**config.mk**
```make
export PLATFORM = sky130hd
export DESIGN_NAME = ccd_counter_clock_divider
export DESIGN_NICKNAME = d
export VERILOG_FILES = /design/src/rtl/ccd_counter_clock_divider.v
export VERILOG_INCLUDE_DIRS = /design/src /design/src/common
export SDC_FILE = /design/constraint.sdc
export NUM_CORES = 1
export LEC_CHECK = 0
export BUFFER_PORTS_ARGS = -buffer_cell sky130_fd_sc_hd__buf_4
export CAP_MARGIN = 20
export CORE_MARGIN = 5
export CORE_UTILIZATION = 63
export CTS_BUF_LIST = sky130_fd_sc_hd__clkbuf_4
export DETAILED_ROUTE_END_ITERATION = 10
export PLACE_DENSITY = 0.95
export SLEW_MARGIN = 20
export SYNTH_ARGS = -nofsm -noshare
export SYNTH_HDL_FRONTEND = slang
export SYNTH_SLANG_ARGS = --single-unit
```
**constraint.sdc**
```tcl
create_clock -name ref_clk_i -period 4.6 [get_ports ref_clk_i]
set_input_delay 0.46 -clock ref_clk_i [delete_from_list [all_inputs] [get_ports ref_clk_i]]
set_output_delay 0.46 -clock ref_clk_i [all_outputs]
set_load 0.02 [all_outputs]
```
**src/common/ccd_defines.vh**
```
// Constants for the counter clock divider: mode codes, reset values, widths.
// Assumes inclusion by bare name from the design file.
`ifndef CCD_DEFINES_VH
`define CCD_DEFINES_VH

// ****************************************
// Mode encodings
// ****************************************
`define CCD_GATE_SOFT       1'b0
`define CCD_GATE_LEVEL      1'b1
`define CCD_DIRSRC_SOFT     1'b0
`define CCD_DIRSRC_PIN      1'b1
`define CCD_DIR_DOWN        1'b0
`define CCD_DIR_UP          1'b1

// ****************************************
// Widths and reset values
// ****************************************
`define CCD_DIV_W           32
`define CCD_TB_W            32
`define CCD_DIV_RESET       32'h0003a980
`define CCD_CNT_RESET       32'h00000000

// ****************************************
// Run state codes
// ****************************************
`define CCD_ST_IDLE         1'b0
`define CCD_ST_RUN          1'b1

`endif

```
**src/rtl/ccd_counter_clock_divider.v**
```verilog
// Counter configured as a frequency divider with gate and direction control.
// Assumes all pins and config inputs are synchronous to ref_clk_i.
//
// Summary of operation
// RULE1: Output frequency is input frequency over divisor.
// RULE2: Gate mode 0 ignores gate, starts on command.
// RULE3: Gate mode 1 counts only while gate high.
// RULE4: Direction source selects software setting or pin.
// RULE5: Software direction 0 decrements, 1 increments.
// RULE6: Timebase zero uses pin edges, positive internal.
// RULE7: Load value is divisor counting down, 1 counting up; one period per pass.
// RULE8: Terminal count reloads and pulses output once.
`timescale 1ns/1ps
`include "ccd_defines.vh"

module ccd_counter_clock_divider #(
  parameter DIV_W = `CCD_DIV_W,
  parameter TB_W  = `CCD_TB_W
) (
  input  wire             ref_clk_i,
  input  wire             reset_i,
  input  wire             start_i,
  input  wire             stop_i,
  input  wire             gate_mode_i,
  input  wire             gate_i,
  input  wire             dir_source_i,
  input  wire             dir_soft_i,
  input  wire             direction_pin_i,
  input  wire [TB_W-1:0]  timebase_period_i,
  input  wire [DIV_W-1:0] divisor_i,
  input  wire             ext_count_clock_pin_i,
  output reg              counter_output_pin_o,
  output reg              running_o,
  output reg  [DIV_W-1:0] count_o
);

  // ****************************************
  // Local constants and state codes
  // ****************************************
  localparam [0:0]       ST_IDLE = `CCD_ST_IDLE;
  localparam [0:0]       ST_RUN  = `CCD_ST_RUN;
  localparam [DIV_W-1:0] ONE_DIV = {{(DIV_W-1){1'b0}}, 1'b1};
  localparam [DIV_W-1:0] ZERO_DV = {DIV_W{1'b0}};
  localparam [TB_W-1:0]  ONE_TB  = {{(TB_W-1){1'b0}}, 1'b1};
  localparam [TB_W-1:0]  ZERO_TB = {TB_W{1'b0}};

  // ****************************************
  // Decode helpers
  // ****************************************
  // First count of a pass; shared by start and reload so both agree.
  function [DIV_W-1:0] load_value;
    input             up;
    input [DIV_W-1:0] div;
    begin
      if (up) begin
        load_value = ONE_DIV;
      end else begin
        load_value = div;
      end
    end
  endfunction

  // Last count of a pass; compares rather than matches, so a
  // direction change mid-pass can never run past the end and wrap.
  function at_end;
    input             up;
    input [DIV_W-1:0] cnt;
    input [DIV_W-1:0] div;
    begin
      if (up) begin
        at_end = (cnt >= div);
      end else begin
        at_end = (cnt <= ONE_DIV);
      end
    end
  endfunction

  // ****************************************
  // Internal signals
  // ****************************************
  reg              pin_last;
  reg  [TB_W-1:0]  tb_cnt;
  reg  [TB_W-1:0]  next_tb_cnt;
  reg              use_pin;
  reg              pin_rise;
  reg              tb_tick;
  reg              src_edge;
  reg              gate_ok;
  reg              dir_up;
  reg              count_en;
  reg  [DIV_W-1:0] div_eff;
  reg              at_terminal;
  reg  [DIV_W-1:0] start_value;
  reg  [DIV_W-1:0] next_count;
  reg              next_pulse;
  reg              next_running;

  // ****************************************
  // Count source selection
  // ****************************************
  // Timebase input is the internal period in ref_clk_i cycles; zero selects pin.
  always @* begin
    use_pin  = (timebase_period_i == ZERO_TB);                                // [RULE6]
    pin_rise = ext_count_clock_pin_i & ~pin_last;
    tb_tick  = 1'b0;
    src_edge = 1'b0;
    if (use_pin) begin
      src_edge = pin_rise;                                                    // [RULE6]
    end else begin
      tb_tick  = (tb_cnt >= timebase_period_i - ONE_TB);
      src_edge = tb_tick;                                                     // [RULE6]
    end
  end

  // Timebase restarts on every tick and rests at zero in pin mode.
  always @* begin
    if (use_pin || tb_tick) begin
      next_tb_cnt = ZERO_TB;
    end else begin
      next_tb_cnt = tb_cnt + ONE_TB;
    end
  end

  always @(posedge ref_clk_i or posedge reset_i) begin
    if (reset_i) begin
      pin_last <= 1'b0;
      tb_cnt   <= ZERO_TB;
    end else begin
      pin_last <= ext_count_clock_pin_i;
      tb_cnt   <= next_tb_cnt;
    end
  end

  // ****************************************
  // Qualification and direction
  // ****************************************
  always @* begin
    if (gate_mode_i == `CCD_GATE_SOFT) begin
      gate_ok = 1'b1;                                                         // [RULE2]
    end else begin
      gate_ok = gate_i;                                                       // [RULE3]
    end
  end

  always @* begin
    if (dir_source_i == `CCD_DIRSRC_PIN) begin
      dir_up = direction_pin_i;                                               // [RULE4]
    end else begin
      dir_up = (dir_soft_i == `CCD_DIR_UP);                                   // [RULE5]
    end
  end

  // Zero divisor behaves as one so the counter never stalls on a bad value.
  always @* begin
    if (divisor_i == ZERO_DV) begin
      div_eff = ONE_DIV;
    end else begin
      div_eff = divisor_i;
    end
  end

  // Edges while idle or gated off are dropped, not held for later.
  always @* begin
    count_en    = running_o & gate_ok & src_edge;                             // [RULE2] [RULE3]
    at_terminal = at_end(dir_up, count_o, div_eff);
    start_value = load_value(dir_up, div_eff);                                // [RULE7]
  end

  // ****************************************
  // Next count and pulse
  // ****************************************
  // Down runs divisor..1, up runs 1..divisor: divisor edges per pulse.
  always @* begin
    next_count = count_o;
    next_pulse = 1'b0;
    if (count_en) begin
      if (at_terminal) begin
        next_count = start_value;                                             // [RULE8] [RULE7]
        next_pulse = 1'b1;                                                    // [RULE8] [RULE1]
      end else if (dir_up) begin
        next_count = count_o + ONE_DIV;                                       // [RULE5]
      end else begin
        next_count = count_o - ONE_DIV;                                       // [RULE7]
      end
    end
  end

  // ****************************************
  // Run state
  // ****************************************
  // Start is ignored while running; an edge in the stop cycle still counts.
  always @* begin
    next_running = running_o;
    case (running_o)
      ST_IDLE: begin
        if (start_i) begin
          next_running = ST_RUN;                                              // [RULE2] [RULE3]
        end
      end
      ST_RUN: begin
        if (stop_i) begin
          next_running = ST_IDLE;
        end
      end
      default: begin
        next_running = ST_IDLE;
      end
    endcase
  end

  // ****************************************
  // Output registers
  // ****************************************
  always @(posedge ref_clk_i or posedge reset_i) begin
    if (reset_i) begin
      running_o            <= ST_IDLE;
      count_o              <= `CCD_CNT_RESET;
      counter_output_pin_o <= 1'b0;
    end else begin
      running_o            <= next_running;
      counter_output_pin_o <= next_pulse;                                     // [RULE1]
      if (running_o == ST_IDLE) begin
        if (start_i) begin
          count_o <= start_value;                                             // [RULE7]
        end
      end else begin
        count_o <= next_count;
      end
    end
  end

endmodule // ccd_counter_clock_divider

```
# Word-level counts from Yosys, hierarchy flattened
# Cells that the tools add are included.
# W data, S select, Z words.
[totals] register_bits=67 latchBits=0 mem_bits_rw=0 mem_bits_ro=0 input_bits=74 output_inout_bits=34 elab_cells=41 n_memories=0
[op_classes] add_sub_neg=4 multipliers=0 div_mod_pow=0 n_lt_le_gt_ge=3 eq_ne=1 n_shift=0 n_mux=18 n_bitwise=5 n_reduce_logical=5
[op_table] op="$mux W32" n=8
[op_table] op="$add A32 B1 Y32 const B" n=2
[op_table] op="$ge A32 B32 Y1" n=2
[op_table] op="$logic_not A32 Y1" n=2
[op_table] op="$sub A32 B1 Y32 const B" n=2
[op_table] op="$le A32 B1 Y1 const B" n=1
[op_table] op="$mux W1" n=9
[op_table] op="$and A1 B1 Y1" n=3
[op_table] op="$ne A2 B1 Y1 const B" n=1
[op_table] op="$not A1 Y1" n=2
[op_table] op="$pmux W1 S2" n=1
[op_table] op="$reduce_and A2 Y1" n=1
[op_table] op="$reduce_bool A2 Y1" n=1
[op_table] op="$logic_or A1 B1 Y1" n=1

# Logic depth before layout (Yosys ltp)
# Gate-level depths: netlist (run 1).
[logic_depth] word_depth=7 depth_mapped=19 ltp_nobuf=17

# Least setup slack after synthesis (run 1)
# Ideal clock, no wire load.
[synth_timing] path_type="input -> register" from="input port timebase_period_i[15]" to="register count_o[4]" setup_time_ns=0.130 arrival_time_ns=4.197 t_required_ns=4.470 slack_ns=0.274 cell_stages=18 path_buffers=3 path_cell_list="or4_1 > or3_1 > or2_2 > nor4_1 > nand2b_1 > nor4_1 > xnor2_1 > ha_1 > nand4_1 > nor2_1 > a221oi_1 > nand4_1 > a41o_1 > buf_4 > a31oi_4 > buf_4 > buf_4 > o22ai_1"
[synth_via] elab_chain_cells=6 elab_cells_between_ends=7 classes_between="1 x add/sub; 1 x order compare; 1 x eq/ne; 1 x mux; 1 x bitwise; 2 x reduce/logical"
[synth_lines] element="start, declared" line="ccd_counter_clock_divider.v:29" source="input wire [TB_W-1:0] timebase_period_i,"
[synth_lines] element="$sub A32 B1 Y32" line="ccd_counter_clock_divider.v:110" source="tb_tick = (tb_cnt >= timebase_period_i - ONE_TB);"
[synth_lines] element="$ge A32 B32 Y1" line="ccd_counter_clock_divider.v:110"
[synth_lines] element="$mux W1 (*)" line="ccd_counter_clock_divider.v:107" source="if (use_pin) begin"
[synth_lines] element="$and A1 B1 Y1 (*)" line="ccd_counter_clock_divider.v:164" source="count_en = running_o & gate_ok & src_edge;"
[synth_lines] element="$ne A2 B1 Y1 (no line) (*)"
[synth_lines] element="$reduce_and A2 Y1 (no line) (*)"
[synth_lines] element="end signal, assigned" line="ccd_counter_clock_divider.v:217" source="count_o <= `CCD_CNT_RESET;"
[synth_lines] element="end signal, assigned" line="ccd_counter_clock_divider.v:224" source="count_o <= start_value;"
[synth_lines] element="end signal, assigned" line="ccd_counter_clock_divider.v:227" source="count_o <= next_count;"
[synth_lines] element="end, declared" line="ccd_counter_clock_divider.v:34" source="output reg [DIV_W-1:0] count_o"
# Every way passes the cells marked *; elsewhere a longest branch is shown, timed or not.
# A chain may end at the register's enable or synchronous reset.

# Final worst setup path (run 1)
[layout_timing] from="input port timebase_period_i[15]" to="register count_o[17]"
# Same word-level chain as after synthesis.

==> results of run 1 <==
where the power goes:
part           internal [mW]  switching, mW
sequential             0.685          0.229
clock                  0.218          0.244
combinational          0.474          0.642
total                   1.38           1.11
kinds of logic (layout without fill, tap and decap cells):
family,Yosys count,after routing,synth area share
AND/OR/NAND/NOR,303,303,0.240
AO/OA/AOI/OAI,181,181,0.202
buffers and inverters,94,206,0.0679
adder cells (fa/ha/maj),70,70,0.139
flip-flops,67,67,0.265
XOR/XNOR,59,59,0.0818
multiplexers,3,3,0.00515
other,0,1,0
flip-flops by register name (all words and copies together) (netlist names):
name / count
counter_output_pin_o: 1
running_o: 1
pin_last: 1
tb_cnt: 32
count_o: 32
per-stage QoR:
stage          instances   util  area [um^2]  total power [mW]
6_report            1023  0.760         7430              2.49
5_1_grt             1023  0.760         7430              2.66
4_1_cts             1022  0.760         7420              2.48
3_5_place_dp        1006  0.743         7260              2.02
3_3_place_gp        1006  0.743         7260              1.97
2_1_floorplan        777      -         6320              1.60
layout by cell type (no fill, tap or decap), types with 4 or more instances in the layout:
cell type	Yosys	final
o22ai_1	26	26
and2_1	6	6
buf_4	5	118
and4_1	4	4
nand4_1	24	24
o21ai_0	17	16
nor3b_1	4	4
nand2_1	43	43
xor2_1	29	29
a31oi_1	8	8
xnor2_1	30	30
or3_1	5	5
nor2_1	99	99
or4_1	10	10
and3_1	12	12
inv_1	69	68
dfrtp_1	67	67
a22oi_1	14	14
nor4_1	24	24
a211oi_1	5	5
a21oi_1	57	57
nand3_1	32	32
nor3_1	25	25
ha_1	70	70
nor2b_1	6	6
a22oi_2	20	20
clkbuf_4	0	9
cell type report:
cell class / count / area, um^2
multi-input combinational: 616 / 4220
fill: 712 / 2350
sequential: 67 / 1680
timing repair buffer: 121 / 946
inverter: 69 / 259
tap: 133 / 166
clock inverter: 7 / 92.6
clock buffer: 9 / 67.6
antenna: 1 / 2.50
path summary, 6_finish.rpt:
kind | depth (start not counted) | endpoint | startpoint
worst max-delay path | 19 | count_o[17] | timebase_period_i[15]
worst min-delay path | 1 | pin_last | ext_count_clock_pin_i
worst max register to register | 11 | count_o[17] | count_o[13]
worst min register to register | 1 | tb_cnt[0] | tb_cnt[0]
max in group asynchronous | 3 | count_o[1] | reset_i
min in group asynchronous | 3 | count_o[9] | reset_i
metal layers:
layer / vias to the layer above / wire [um] / track usage
met5: - / 0 / 0
met4: 0 / 567 / 0.128
met3: 49 / 1380 / 0.0518
met2: 301 / 8270 / 0.484
met1: 2994 / 6730 / 0.358
li1: 3063 / - / -
worst reg2reg max path, stage by stage (launching register included):
cell,delay [ps]
dfrtp_1,510
ha_1,360
and4_1,230
and2_1,160
a221oi_1,370
a21oi_1,150
o31ai_1,220
buf_4,180
and2_4,440
buf_12,230
a21oi_1,90
o22ai_1,170
==> metrics.log, run 1 <==
INFO  metric route.detailed.vias_per_inst = between 6 and 7
INFO  metric tritoncts = done
INFO  metric yosys.area.top_type_share = 0.265
INFO  metric worst_setup_path_start_kind = input port
INFO  metric setup_tns = 0 ps
INFO  metric max_clock_freq = about 240 MHz
INFO  metric postCtsSetupRepairBufs = 0
INFO  metric irDropWorstVdd = 167 uV
INFO  metric route.detailed.wl_per_inst = approximately 17 um
INFO  metric synth_area_leader_cell = dfrtp_1
INFO  metric synth.yosys.warnings = 0
INFO  metric ys_types = 56
INFO  metric endpoint_kind = register
INFO  metric grt_first_pass_wirelength = 28000 um
INFO  metric setup_viol = 0
INFO  metric flow.area_growth_from_synthesis = 17.5%
INFO  metric holdCritPathClass = input port to register
INFO  metric postSynth.asyncResetShare = 1.00
INFO  metric h-tree-depth = 3
INFO  metric grt_residual_overflow = 0
INFO  metric critical-path-top-delay-family = simple AND/OR/NAND/NOR gates
INFO  metric result_of_the_run = finished clean
INFO  metric post_synth_inst_count = just under 800
INFO  metric clock_pin_slew_on_the_worst_setup_and_hold_paths = 130 ps
INFO  metric syn-cell-area = 6320 um^2
INFO  metric detailed_place_hpwl = 13000 um
INFO  metric tritoncts.num_buffers = 9
INFO  metric final_nets = 1028
INFO  metric floorplan.io_pins = 108
INFO  metric critical_path.max_stage_delay = 560 ps
INFO  metric cts_resized = 0
INFO  metric final.period_utilization = 0.923
INFO  metric worstPathRequired = 4940 ps
INFO  metric max_cap_violations = 0
INFO  metric timing.final.crit_period = approximately 4200 ps
INFO  metric timing.final.ws_setup = 353 ps
INFO  metric root_cell_of_the_clock_tree = clkbuf_4
INFO  metric synth_top_cells_by_area = dfrtp_1 27%, ha_1 14%, nor2_1 5.9%, a21oi_1 4.5%, xnor2_1 4.2%
INFO  metric routed-via-count = 6407
INFO  metric first_global_vias = 6061
INFO  metric crit_chain = buf_4 > or4_1 > or3_1 > or2_2 > nor4_1 > nand2b_1 > nor4_1 > xnor2_1 > ha_1 > nand4_1 > nor2_1 > a221oi_1 > nand4_1 > a41o_1 > a31oi_4 > buf_12 > buf_12 > a21oi_1 > o22ai_1
INFO  metric setup.reg_to_reg.worst_slack = roughly 1400 ps
INFO  metric remaining_drc_errors = 0
INFO  metric path_max_fanout = 32
INFO  metric synth.avg_cell_area = around 8.1 um^2
INFO  metric timing_worst_setup_path_type = input port to register
INFO  metric antenna_viol_nets_final = 0
INFO  metric drt_iter0_markers = ~570
INFO  metric worst_slew_pin_slew = 854 ps
INFO  metric dieHeight = ~110 um
INFO  metric track_usage = 0.287
INFO  metric cp.arrival = 4590 ps
INFO  metric number_of_antenna_violations_at_the_first_check_in_global_routing = 1
INFO  metric place_ws = -34.4 ps
INFO  metric slew_headroom = 0.431
INFO  metric clock_network_latency_to_the_later_pin_of_the_worst_skew_pair = 430 ps
INFO  metric postSynth.topFlopCell = dfrtp_1
INFO  metric port_buffers = 107
INFO  metric wl = 16900 um
INFO  metric fp.dieW = about 110 um
INFO  metric power-per-cell-area = approximately 340 nW/um^2
INFO  metric hold_buffers = 0
INFO  metric ctsLongestPathBuffers = 2
INFO  metric clk_skew = 27.3 ps
INFO  metric core-area = between 9000 and 10000 um^2
INFO  metric slew_violations = 0
INFO  metric total_leakage_power = approximately 3.4 nW
INFO  metric critical_path_slowest_stage_cell = or4_1
INFO  metric gp_routability_congestion = 0.939
INFO  metric initial_utilization = 0.646
INFO  metric cp_num_buf_inv = 3
INFO  metric synth_fp_nets = about 920
INFO  metric floorplan.die_area = 12100 um^2
INFO  metric post-synth-top-count-cell = nor2_1
INFO  metric synth_commonest_cells = 99 x nor2_1, 70 x ha_1, 69 x inv_1
INFO  metric synth-seq-cells = 67
INFO  metric placementRows = 36
INFO  metric first_pass_iters = 6
INFO  metric synth_seq_area_share = 0.265
INFO  metric maximum_number_of_pins_on_one_net_before_global_route_repair = 68
INFO  metric final-hold-violation-count = 0
INFO  metric final_layout_size_suffix_gt1_frac = 0.187
INFO  metric synth-edff-count = 0
INFO  metric hold_ws = 140 ps
INFO  metric grt_setup_unrepaired = no
INFO  metric clock-sinks = 67
(Power assumes the default switching activity.)
==> run 2, diff against run 1 <==
--- a/config.mk
+++ b/config.mk
@@ -12,8 +12,7 @@
 export CORE_UTILIZATION = 63
 export CTS_BUF_LIST = sky130_fd_sc_hd__clkbuf_4
 export DETAILED_ROUTE_END_ITERATION = 10
-export PLACE_DENSITY = 0.95
-export SLEW_MARGIN = 20
+export PLACE_DENSITY = 0.94
 export SYNTH_ARGS = -nofsm -noshare
 export SYNTH_HDL_FRONTEND = slang
 export SYNTH_SLANG_ARGS = --single-unit
==> run 2 against run 1 <==
  * Critical path depth unchanged
  * Die area unchanged
  * Via count decreased by 1.5%
  * Largest power group unchanged
  * Critical path type unchanged
  * Clock skew decreased by 15 ps
  * Fmax decreased by 0.19%
  * Sequential power about the same
  * Total power decreased by 2.6%
==> metrics.log, run 2 (synthesis gave the netlist of run 1 again) <==
INFO  metric max_clock_freq = about 240 MHz
INFO  metric remaining_drc_errors = 0
INFO  metric slew_headroom = 0.403
INFO  metric routed-via-count = 6308
INFO  metric clock_network_latency_to_the_later_pin_of_the_worst_skew_pair = between 400 and 500 ps
INFO  metric initial_utilization = 0.646
INFO  metric mostFrequentLayoutCell = buf_4
INFO  metric final-hold-violation-count = 0
INFO  metric cts_resized = 0
INFO  metric first_pass_iters = 5
INFO  metric fp.dieW = around 110 um
INFO  metric placementRows = 36
INFO  metric setup_viol = 0
INFO  metric maximum_number_of_pins_on_one_net_before_global_route_repair = 40
INFO  metric route.detailed.vias_per_inst = 6.17
INFO  metric postCtsSetupRepairBufs = 0
INFO  metric timing.final.ws_setup = 345 ps
INFO  metric place_inst = 1007
INFO  metric worst_setup_path_start_kind = input port
INFO  metric timing_worst_setup_path_type = input port to register
INFO  metric antenna_cells_inserted = 0
INFO  metric top_regs = count_o x32, tb_cnt x32
INFO  metric worst_slew_pin_slew = slightly below 900 ps
INFO  metric antenna_viol_nets_final = 0
INFO  metric track_usage = 0.279
INFO  metric critical_path_slowest_stage_cell = or4_1
INFO  metric path_max_fanout = 35
INFO  metric hold_ws = 155 ps
INFO  metric clk_skew = between 10 and 15 ps
INFO  metric number_of_antenna_violations_at_the_first_check_in_global_routing = 0
INFO  metric port_buffers = 107
INFO  metric floorplan.die_area = 12100 um^2
INFO  metric cp.arrival = 4590 ps
INFO  metric floorplan.io_pins = 108
INFO  metric clock-sinks = 67
INFO  metric critical_path.max_stage_delay = 530 ps
INFO  metric ctsLongestPathBuffers = 2
INFO  metric tritoncts = done
INFO  metric clock_pin_slew_on_the_worst_setup_and_hold_paths = between 100 and 150 ps
INFO  metric fin_cells = 1023
INFO  metric root_cell_of_the_clock_tree = clkbuf_4
INFO  metric holdCritPathClass = input port to register
INFO  metric final_layout_size_suffix_gt1_frac = 0.190
INFO  metric timing.final.crit_period = 4260 ps
INFO  metric drt_iter0_markers = 406
INFO  metric endpoint_kind = register
INFO  metric route.detailed.wl_per_inst = between 15 and 20 um
INFO  metric tritoncts.num_buffers = 9
INFO  metric final_nets = 1029
INFO  metric worstPathRequired = 4930 ps
INFO  metric detailed_place_hpwl = 12900 um
INFO  metric dieHeight = 110 um
INFO  metric gp_routability_congestion = 0.958
INFO  metric first_global_vias = ~6k
INFO  metric grt_residual_overflow = 0
INFO  metric crit_chain = buf_4 > or4_1 > or3_1 > or2_2 > nor4_2 > nand2b_1 > nor4_1 > xnor2_1 > ha_1 > nand4_1 > nor2_1 > a221oi_1 > nand4_1 > a41o_1 > a31oi_4 > buf_12 > buf_4 > a21oi_1 > o22ai_1
INFO  metric setup_tns = 0 ps
INFO  metric power-per-cell-area = 328 nW/um^2
INFO  metric layout_common_cells = 120 x buf_4, 99 x nor2_1, 70 x ha_1, 68 x inv_1, 67 x dfrtp_1
INFO  metric place_ws = -217 ps
INFO  metric core-area = between 9000 and 10000 um^2
INFO  metric max_cap_violations = 0
INFO  metric result_of_the_run = finished clean
INFO  metric hold_buffers = 0
INFO  metric total_leakage_power = between 3 and 4 nW
INFO  metric slew_violations = 0
INFO  metric flow.area_growth_from_synthesis = 17.2%
INFO  metric wl = 16500 um
INFO  metric irDropWorstVdd = 205 uV
INFO  metric h-tree-depth = 3
INFO  metric final.period_utilization = 0.925
INFO  metric grt_first_pass_wirelength = around 27000 um
INFO  metric post-layout-total-power = 2.43 mW
run 2: cell count changes in the layout (fill, tap and decap cells not counted):
cell        change
buf_4           +2
clkinv_1        -1
nor4_2          +1
bufinv_16       -1
clkbuf_4        +1
clkinvlp_4      +1
buf_12          -1
diode_2         -1
nor4_1          -1
run 2: where the power goes:
| part | switching, mW | total (mW) | internal [mW] |
|---|---|---|---|
| Combinational | 0.637 | 1.11 | 0.472 |
| Sequential | 0.229 | 0.914 | 0.685 |
| Clock | 0.234 | 0.405 | 0.171 |
| Total | 1.10 | 2.43 | 1.33 |
run 2: worst paths after layout:
path	depth (start not counted)	start	slack, ps	end
worst max-delay path	19	timebase_period_i[15]	340	count_o[9]
worst min-delay path	1	ext_count_clock_pin_i	150	pin_last
worst max register to register	11	count_o[13]	1240	count_o[4]
worst min register to register	1	tb_cnt[0]	570	tb_cnt[0]
max in group asynchronous	3	reset_i	3480	count_o[0]
min in group asynchronous	2	reset_i	220	tb_cnt[9]
run 2: worst max-delay path: cells and delay by family:
kind                     cells  cell delay, ps
buffers and inverters        3             550
XOR/XNOR                     1             170
AND/OR/NAND/NOR              9            2140
adder cells (fa/ha/maj)      1             270
AO/OA/AOI/OAI                5             970
run 2: stage by stage:
stage	area, um^2	util
finish	7410	0.758
global route	7410	0.758
CTS	7400	0.757
detailed placement	7260	0.743
global placement	7260	0.743
floorplan	6320	-
run 2: area by class of cell:
class                      count  area (um^2)
fill                         721         2370
clock inverter                 6         66.3
tap                          133          166
sequential                    67         1680
multi-input combinational    616         4220
inverter                      69          259
timing repair buffer         122          941
clock buffer                  10         75.1
run 2: routing by layer:
layer	vias to the layer above	track usage	part of all wire	routed length, um
met1	2904	0.348	0.42	6870
met4	0	0.127	0.037	606
met2	279	0.482	0.48	7950
met5	-	0	0	0
li1	3066	-	-	-
met3	59	0.0326	0.067	1110
==> run 3, diff against run 2 <==
==> constraint.sdc (replaced) <==
create_clock -name ref_clk_i -period 4.6 [get_ports ref_clk_i]
set_input_delay 0.69 -clock ref_clk_i [delete_from_list [all_inputs] [get_ports ref_clk_i]]
set_output_delay 0.69 -clock ref_clk_i [all_outputs]
set_load 0.02 [all_outputs]
==> run 3 against run 2 <==
  * Cell count increased by 0.98%
  * Total power increased by 3.1%
  * Critical endpoint is now count_o[8]
  * Count of clock-buffer cells in the layout decreased by 1
  * Routed wire length rose by 5.4%
  * Critical path depth did not move
  * Largest power group unchanged
  * Worst hold slack better by 220 ps
  * Critical path type unchanged
  * Largest cell class unchanged
  * Clock power rose by 11%
  * Register-to-register slack improved by 170 ps
==> metrics.log, run 3 (synthesis gave the netlist of run 1 again) <==
INFO  metric core-area = 9770 um^2
INFO  metric endpoint_kind = register
INFO  metric final.period_utilization = 0.930
INFO  metric postCtsSetupRepairBufs = 0
INFO  metric port_buffers = 107
INFO  metric floorplan.die_area = 12100 um^2
INFO  metric timing.final.crit_period = 4280 ps
INFO  metric final_core_utilization = 0.773
INFO  metric holdCritPathClass = input port to register
INFO  metric setup.reg_to_reg.worst_slack = between 1000 and 1500 ps
INFO  metric route.detailed.vias_per_inst = roughly 6.3
INFO  metric layout_common_cells = 125 x buf_4, 99 x nor2_1, 70 x ha_1, 68 x inv_1, 67 x dfrtp_1
INFO  metric maximum_number_of_pins_on_one_net_before_global_route_repair = 42
INFO  metric final_layout_size_suffix_gt1_frac = 0.200
INFO  metric slew_violations = 0
INFO  metric critical_path_slowest_stage_cell = or4_1
INFO  metric critical_path.max_stage_delay = 550 ps
INFO  metric path_max_fanout = 16
INFO  metric irDropWorstVdd = 172 uV
INFO  metric final_nets = 1038
INFO  metric remaining_drc_errors = 0
INFO  metric initial_utilization = 0.646
INFO  metric slew_headroom = 0.391
INFO  metric placementRows = 36
INFO  metric cp.arrival = ~4600 ps
INFO  metric top_regs = count_o x32, tb_cnt x32
INFO  metric total_leakage_power = 3.48 nW
INFO  metric flow.area_growth_from_synthesis = 19.6%
INFO  metric final-hold-violation-count = 0
INFO  metric worst_slew_pin_slew = 912 ps
INFO  metric timing_worst_setup_path_type = input port to register
INFO  metric floorplan.io_pins = 108
INFO  metric first_pass_iters = 5
INFO  metric crit_chain = buf_4 > or4_1 > or3_1 > or2_2 > nor4_2 > nand2b_1 > nor3_2 > xnor2_1 > ha_1 > a211oi_1 > o21ai_0 > o2111ai_1 > nand4_1 > a41o_1 > a31oi_4 > buf_12 > buf_12 > a21oi_1 > o22ai_1
INFO  metric critPathMostFrequentCell = buf_12
INFO  metric clock_pin_slew_on_the_worst_setup_and_hold_paths = 120 ps
INFO  metric cp_num_buf_inv = 3
INFO  metric clk_skew = 13.5 ps
INFO  metric first_global_vias = about 6.3k
INFO  metric wl = between 15000 and 20000 um
INFO  metric tritoncts.num_buffers = 9
INFO  metric ctsLongestPathBuffers = 2
INFO  metric number_of_antenna_violations_at_the_first_check_in_global_routing = 1
INFO  metric fp.dieW = approximately 110 um
INFO  metric drt_iter0_markers = approximately 530
INFO  metric max_cap_violations = 0
INFO  metric root_cell_of_the_clock_tree = clkbuf_4
INFO  metric dieHeight = 110 um
INFO  metric routed-via-count = ~6.5k
INFO  metric grt_first_pass_wirelength = 28800 um
INFO  metric worstReg2RegStart = count_o[9]
INFO  metric worstPathRequired = 4940 ps
INFO  metric h-tree-depth = 3
INFO  metric tritoncts = done
INFO  metric setup_tns = 0 ps
INFO  metric max_clock_freq = 234 MHz
INFO  metric number_of_cells_on_the_worst_reg_to_reg_path = 10
INFO  metric track_usage = 0.293
INFO  metric critical-path-top-delay-family = simple AND/OR/NAND/NOR gates
INFO  metric worst_setup_path_start_kind = input port
INFO  metric grt_setup_unrepaired = no
INFO  metric grt_residual_overflow = 0
INFO  metric antenna_viol_nets_final = 0
INFO  metric crit-reg2reg-capture = count_o[13]
INFO  metric crit_path_start = timebase_period_i[15]
INFO  metric setup_viol = 0
INFO  metric gp_routability_congestion = about 0.96
INFO  metric power-per-cell-area = 331 nW/um^2
INFO  metric clock-sinks = 67
INFO  metric route.detailed.wl_per_inst = 16.9 um
INFO  metric result_of_the_run = finished clean
INFO  metric critical_path_end = count_o[8]
INFO  metric clock_network_latency_to_the_later_pin_of_the_worst_skew_pair = 420 ps
INFO  metric mostFrequentLayoutCell = buf_4
INFO  metric detailed_place_hpwl = between 10000 and 15000 um
INFO  metric crit_cells = 19
run 3: cell count changes in the layout (fill, tap and decap cells not counted), sizes merged:
cell,previous run,this run
bufinv,1,2
buf,122,131
clkinvlp,3,2
clkinv,2,3
clkbuf,10,9
diode,0,1
run 3: timing repair:
action,CTS,global route
setup endpoints to repair,0,31
resized for setup,0,4
hold buffers,0,0
run 3: how the worst min path moves through the flow:
stage	startpoint	to	slack, ps	depth (start not counted)
after global routing	ext_count_clock_pin_i	pin_last	350	1
after global placement	tb_cnt[18]	tb_cnt[18]	540	2
final	ext_count_clock_pin_i	pin_last	380	1
after detailed placement	tb_cnt[0]	tb_cnt[0]	530	1
after CTS	ext_count_clock_pin_i	pin_last	370	1
after floorplan	tb_cnt[0]	tb_cnt[0]	490	1
run 3: final cells by class:
cell class	instances	area (um^2)
Antenna cell	1	2.50
Clock buffer	9	67.6
Clock inverter	7	92.6
Fill cell	674	2220
Inverter	69	259
Multi-Input combinational cell	616	4240
Sequential cell	67	1680
Tap cell	133	166
Timing Repair Buffer	131	1050
run 3: power breakdown:
part	switching, mW	leakage [nW]	total, mW	internal [mW]
logic	0.654	2.52	1.14	0.486
clock network	0.232	0.0796	0.450	0.218
registers	0.227	0.881	0.912	0.685
total	1.11	3.48	2.50	1.39
run 3: through the flow:
stage / worst slack [ps] / std cells / total power [mW] / hold slack, ps / cell area [um^2]
2_1_floorplan: 43.6 / 777 / 1.60 / 493 / 6320
3_3_place_gp: -1.78 / 1015 / 1.99 / 544 / 7360
3_5_place_dp: -180 / 1015 / 2.03 / 534 / 7360
4_1_cts: 253 / 1031 / 2.48 / 366 / 7520
5_1_grt: 50.8 / 1033 / 2.65 / 354 / 7560
6_report: 323 / 1033 / 2.50 / 377 / 7560
run 3: routing by layer:
layer / GRT usage / up-vias / wire length (um)
met5: 0 / - / 0
met4: 0.128 / 0 / 677
met3: 0.0437 / 74 / 1520
met2: 0.502 / 366 / 8360
met1: 0.366 / 3013 / 6880
li1: - / 3079 / -
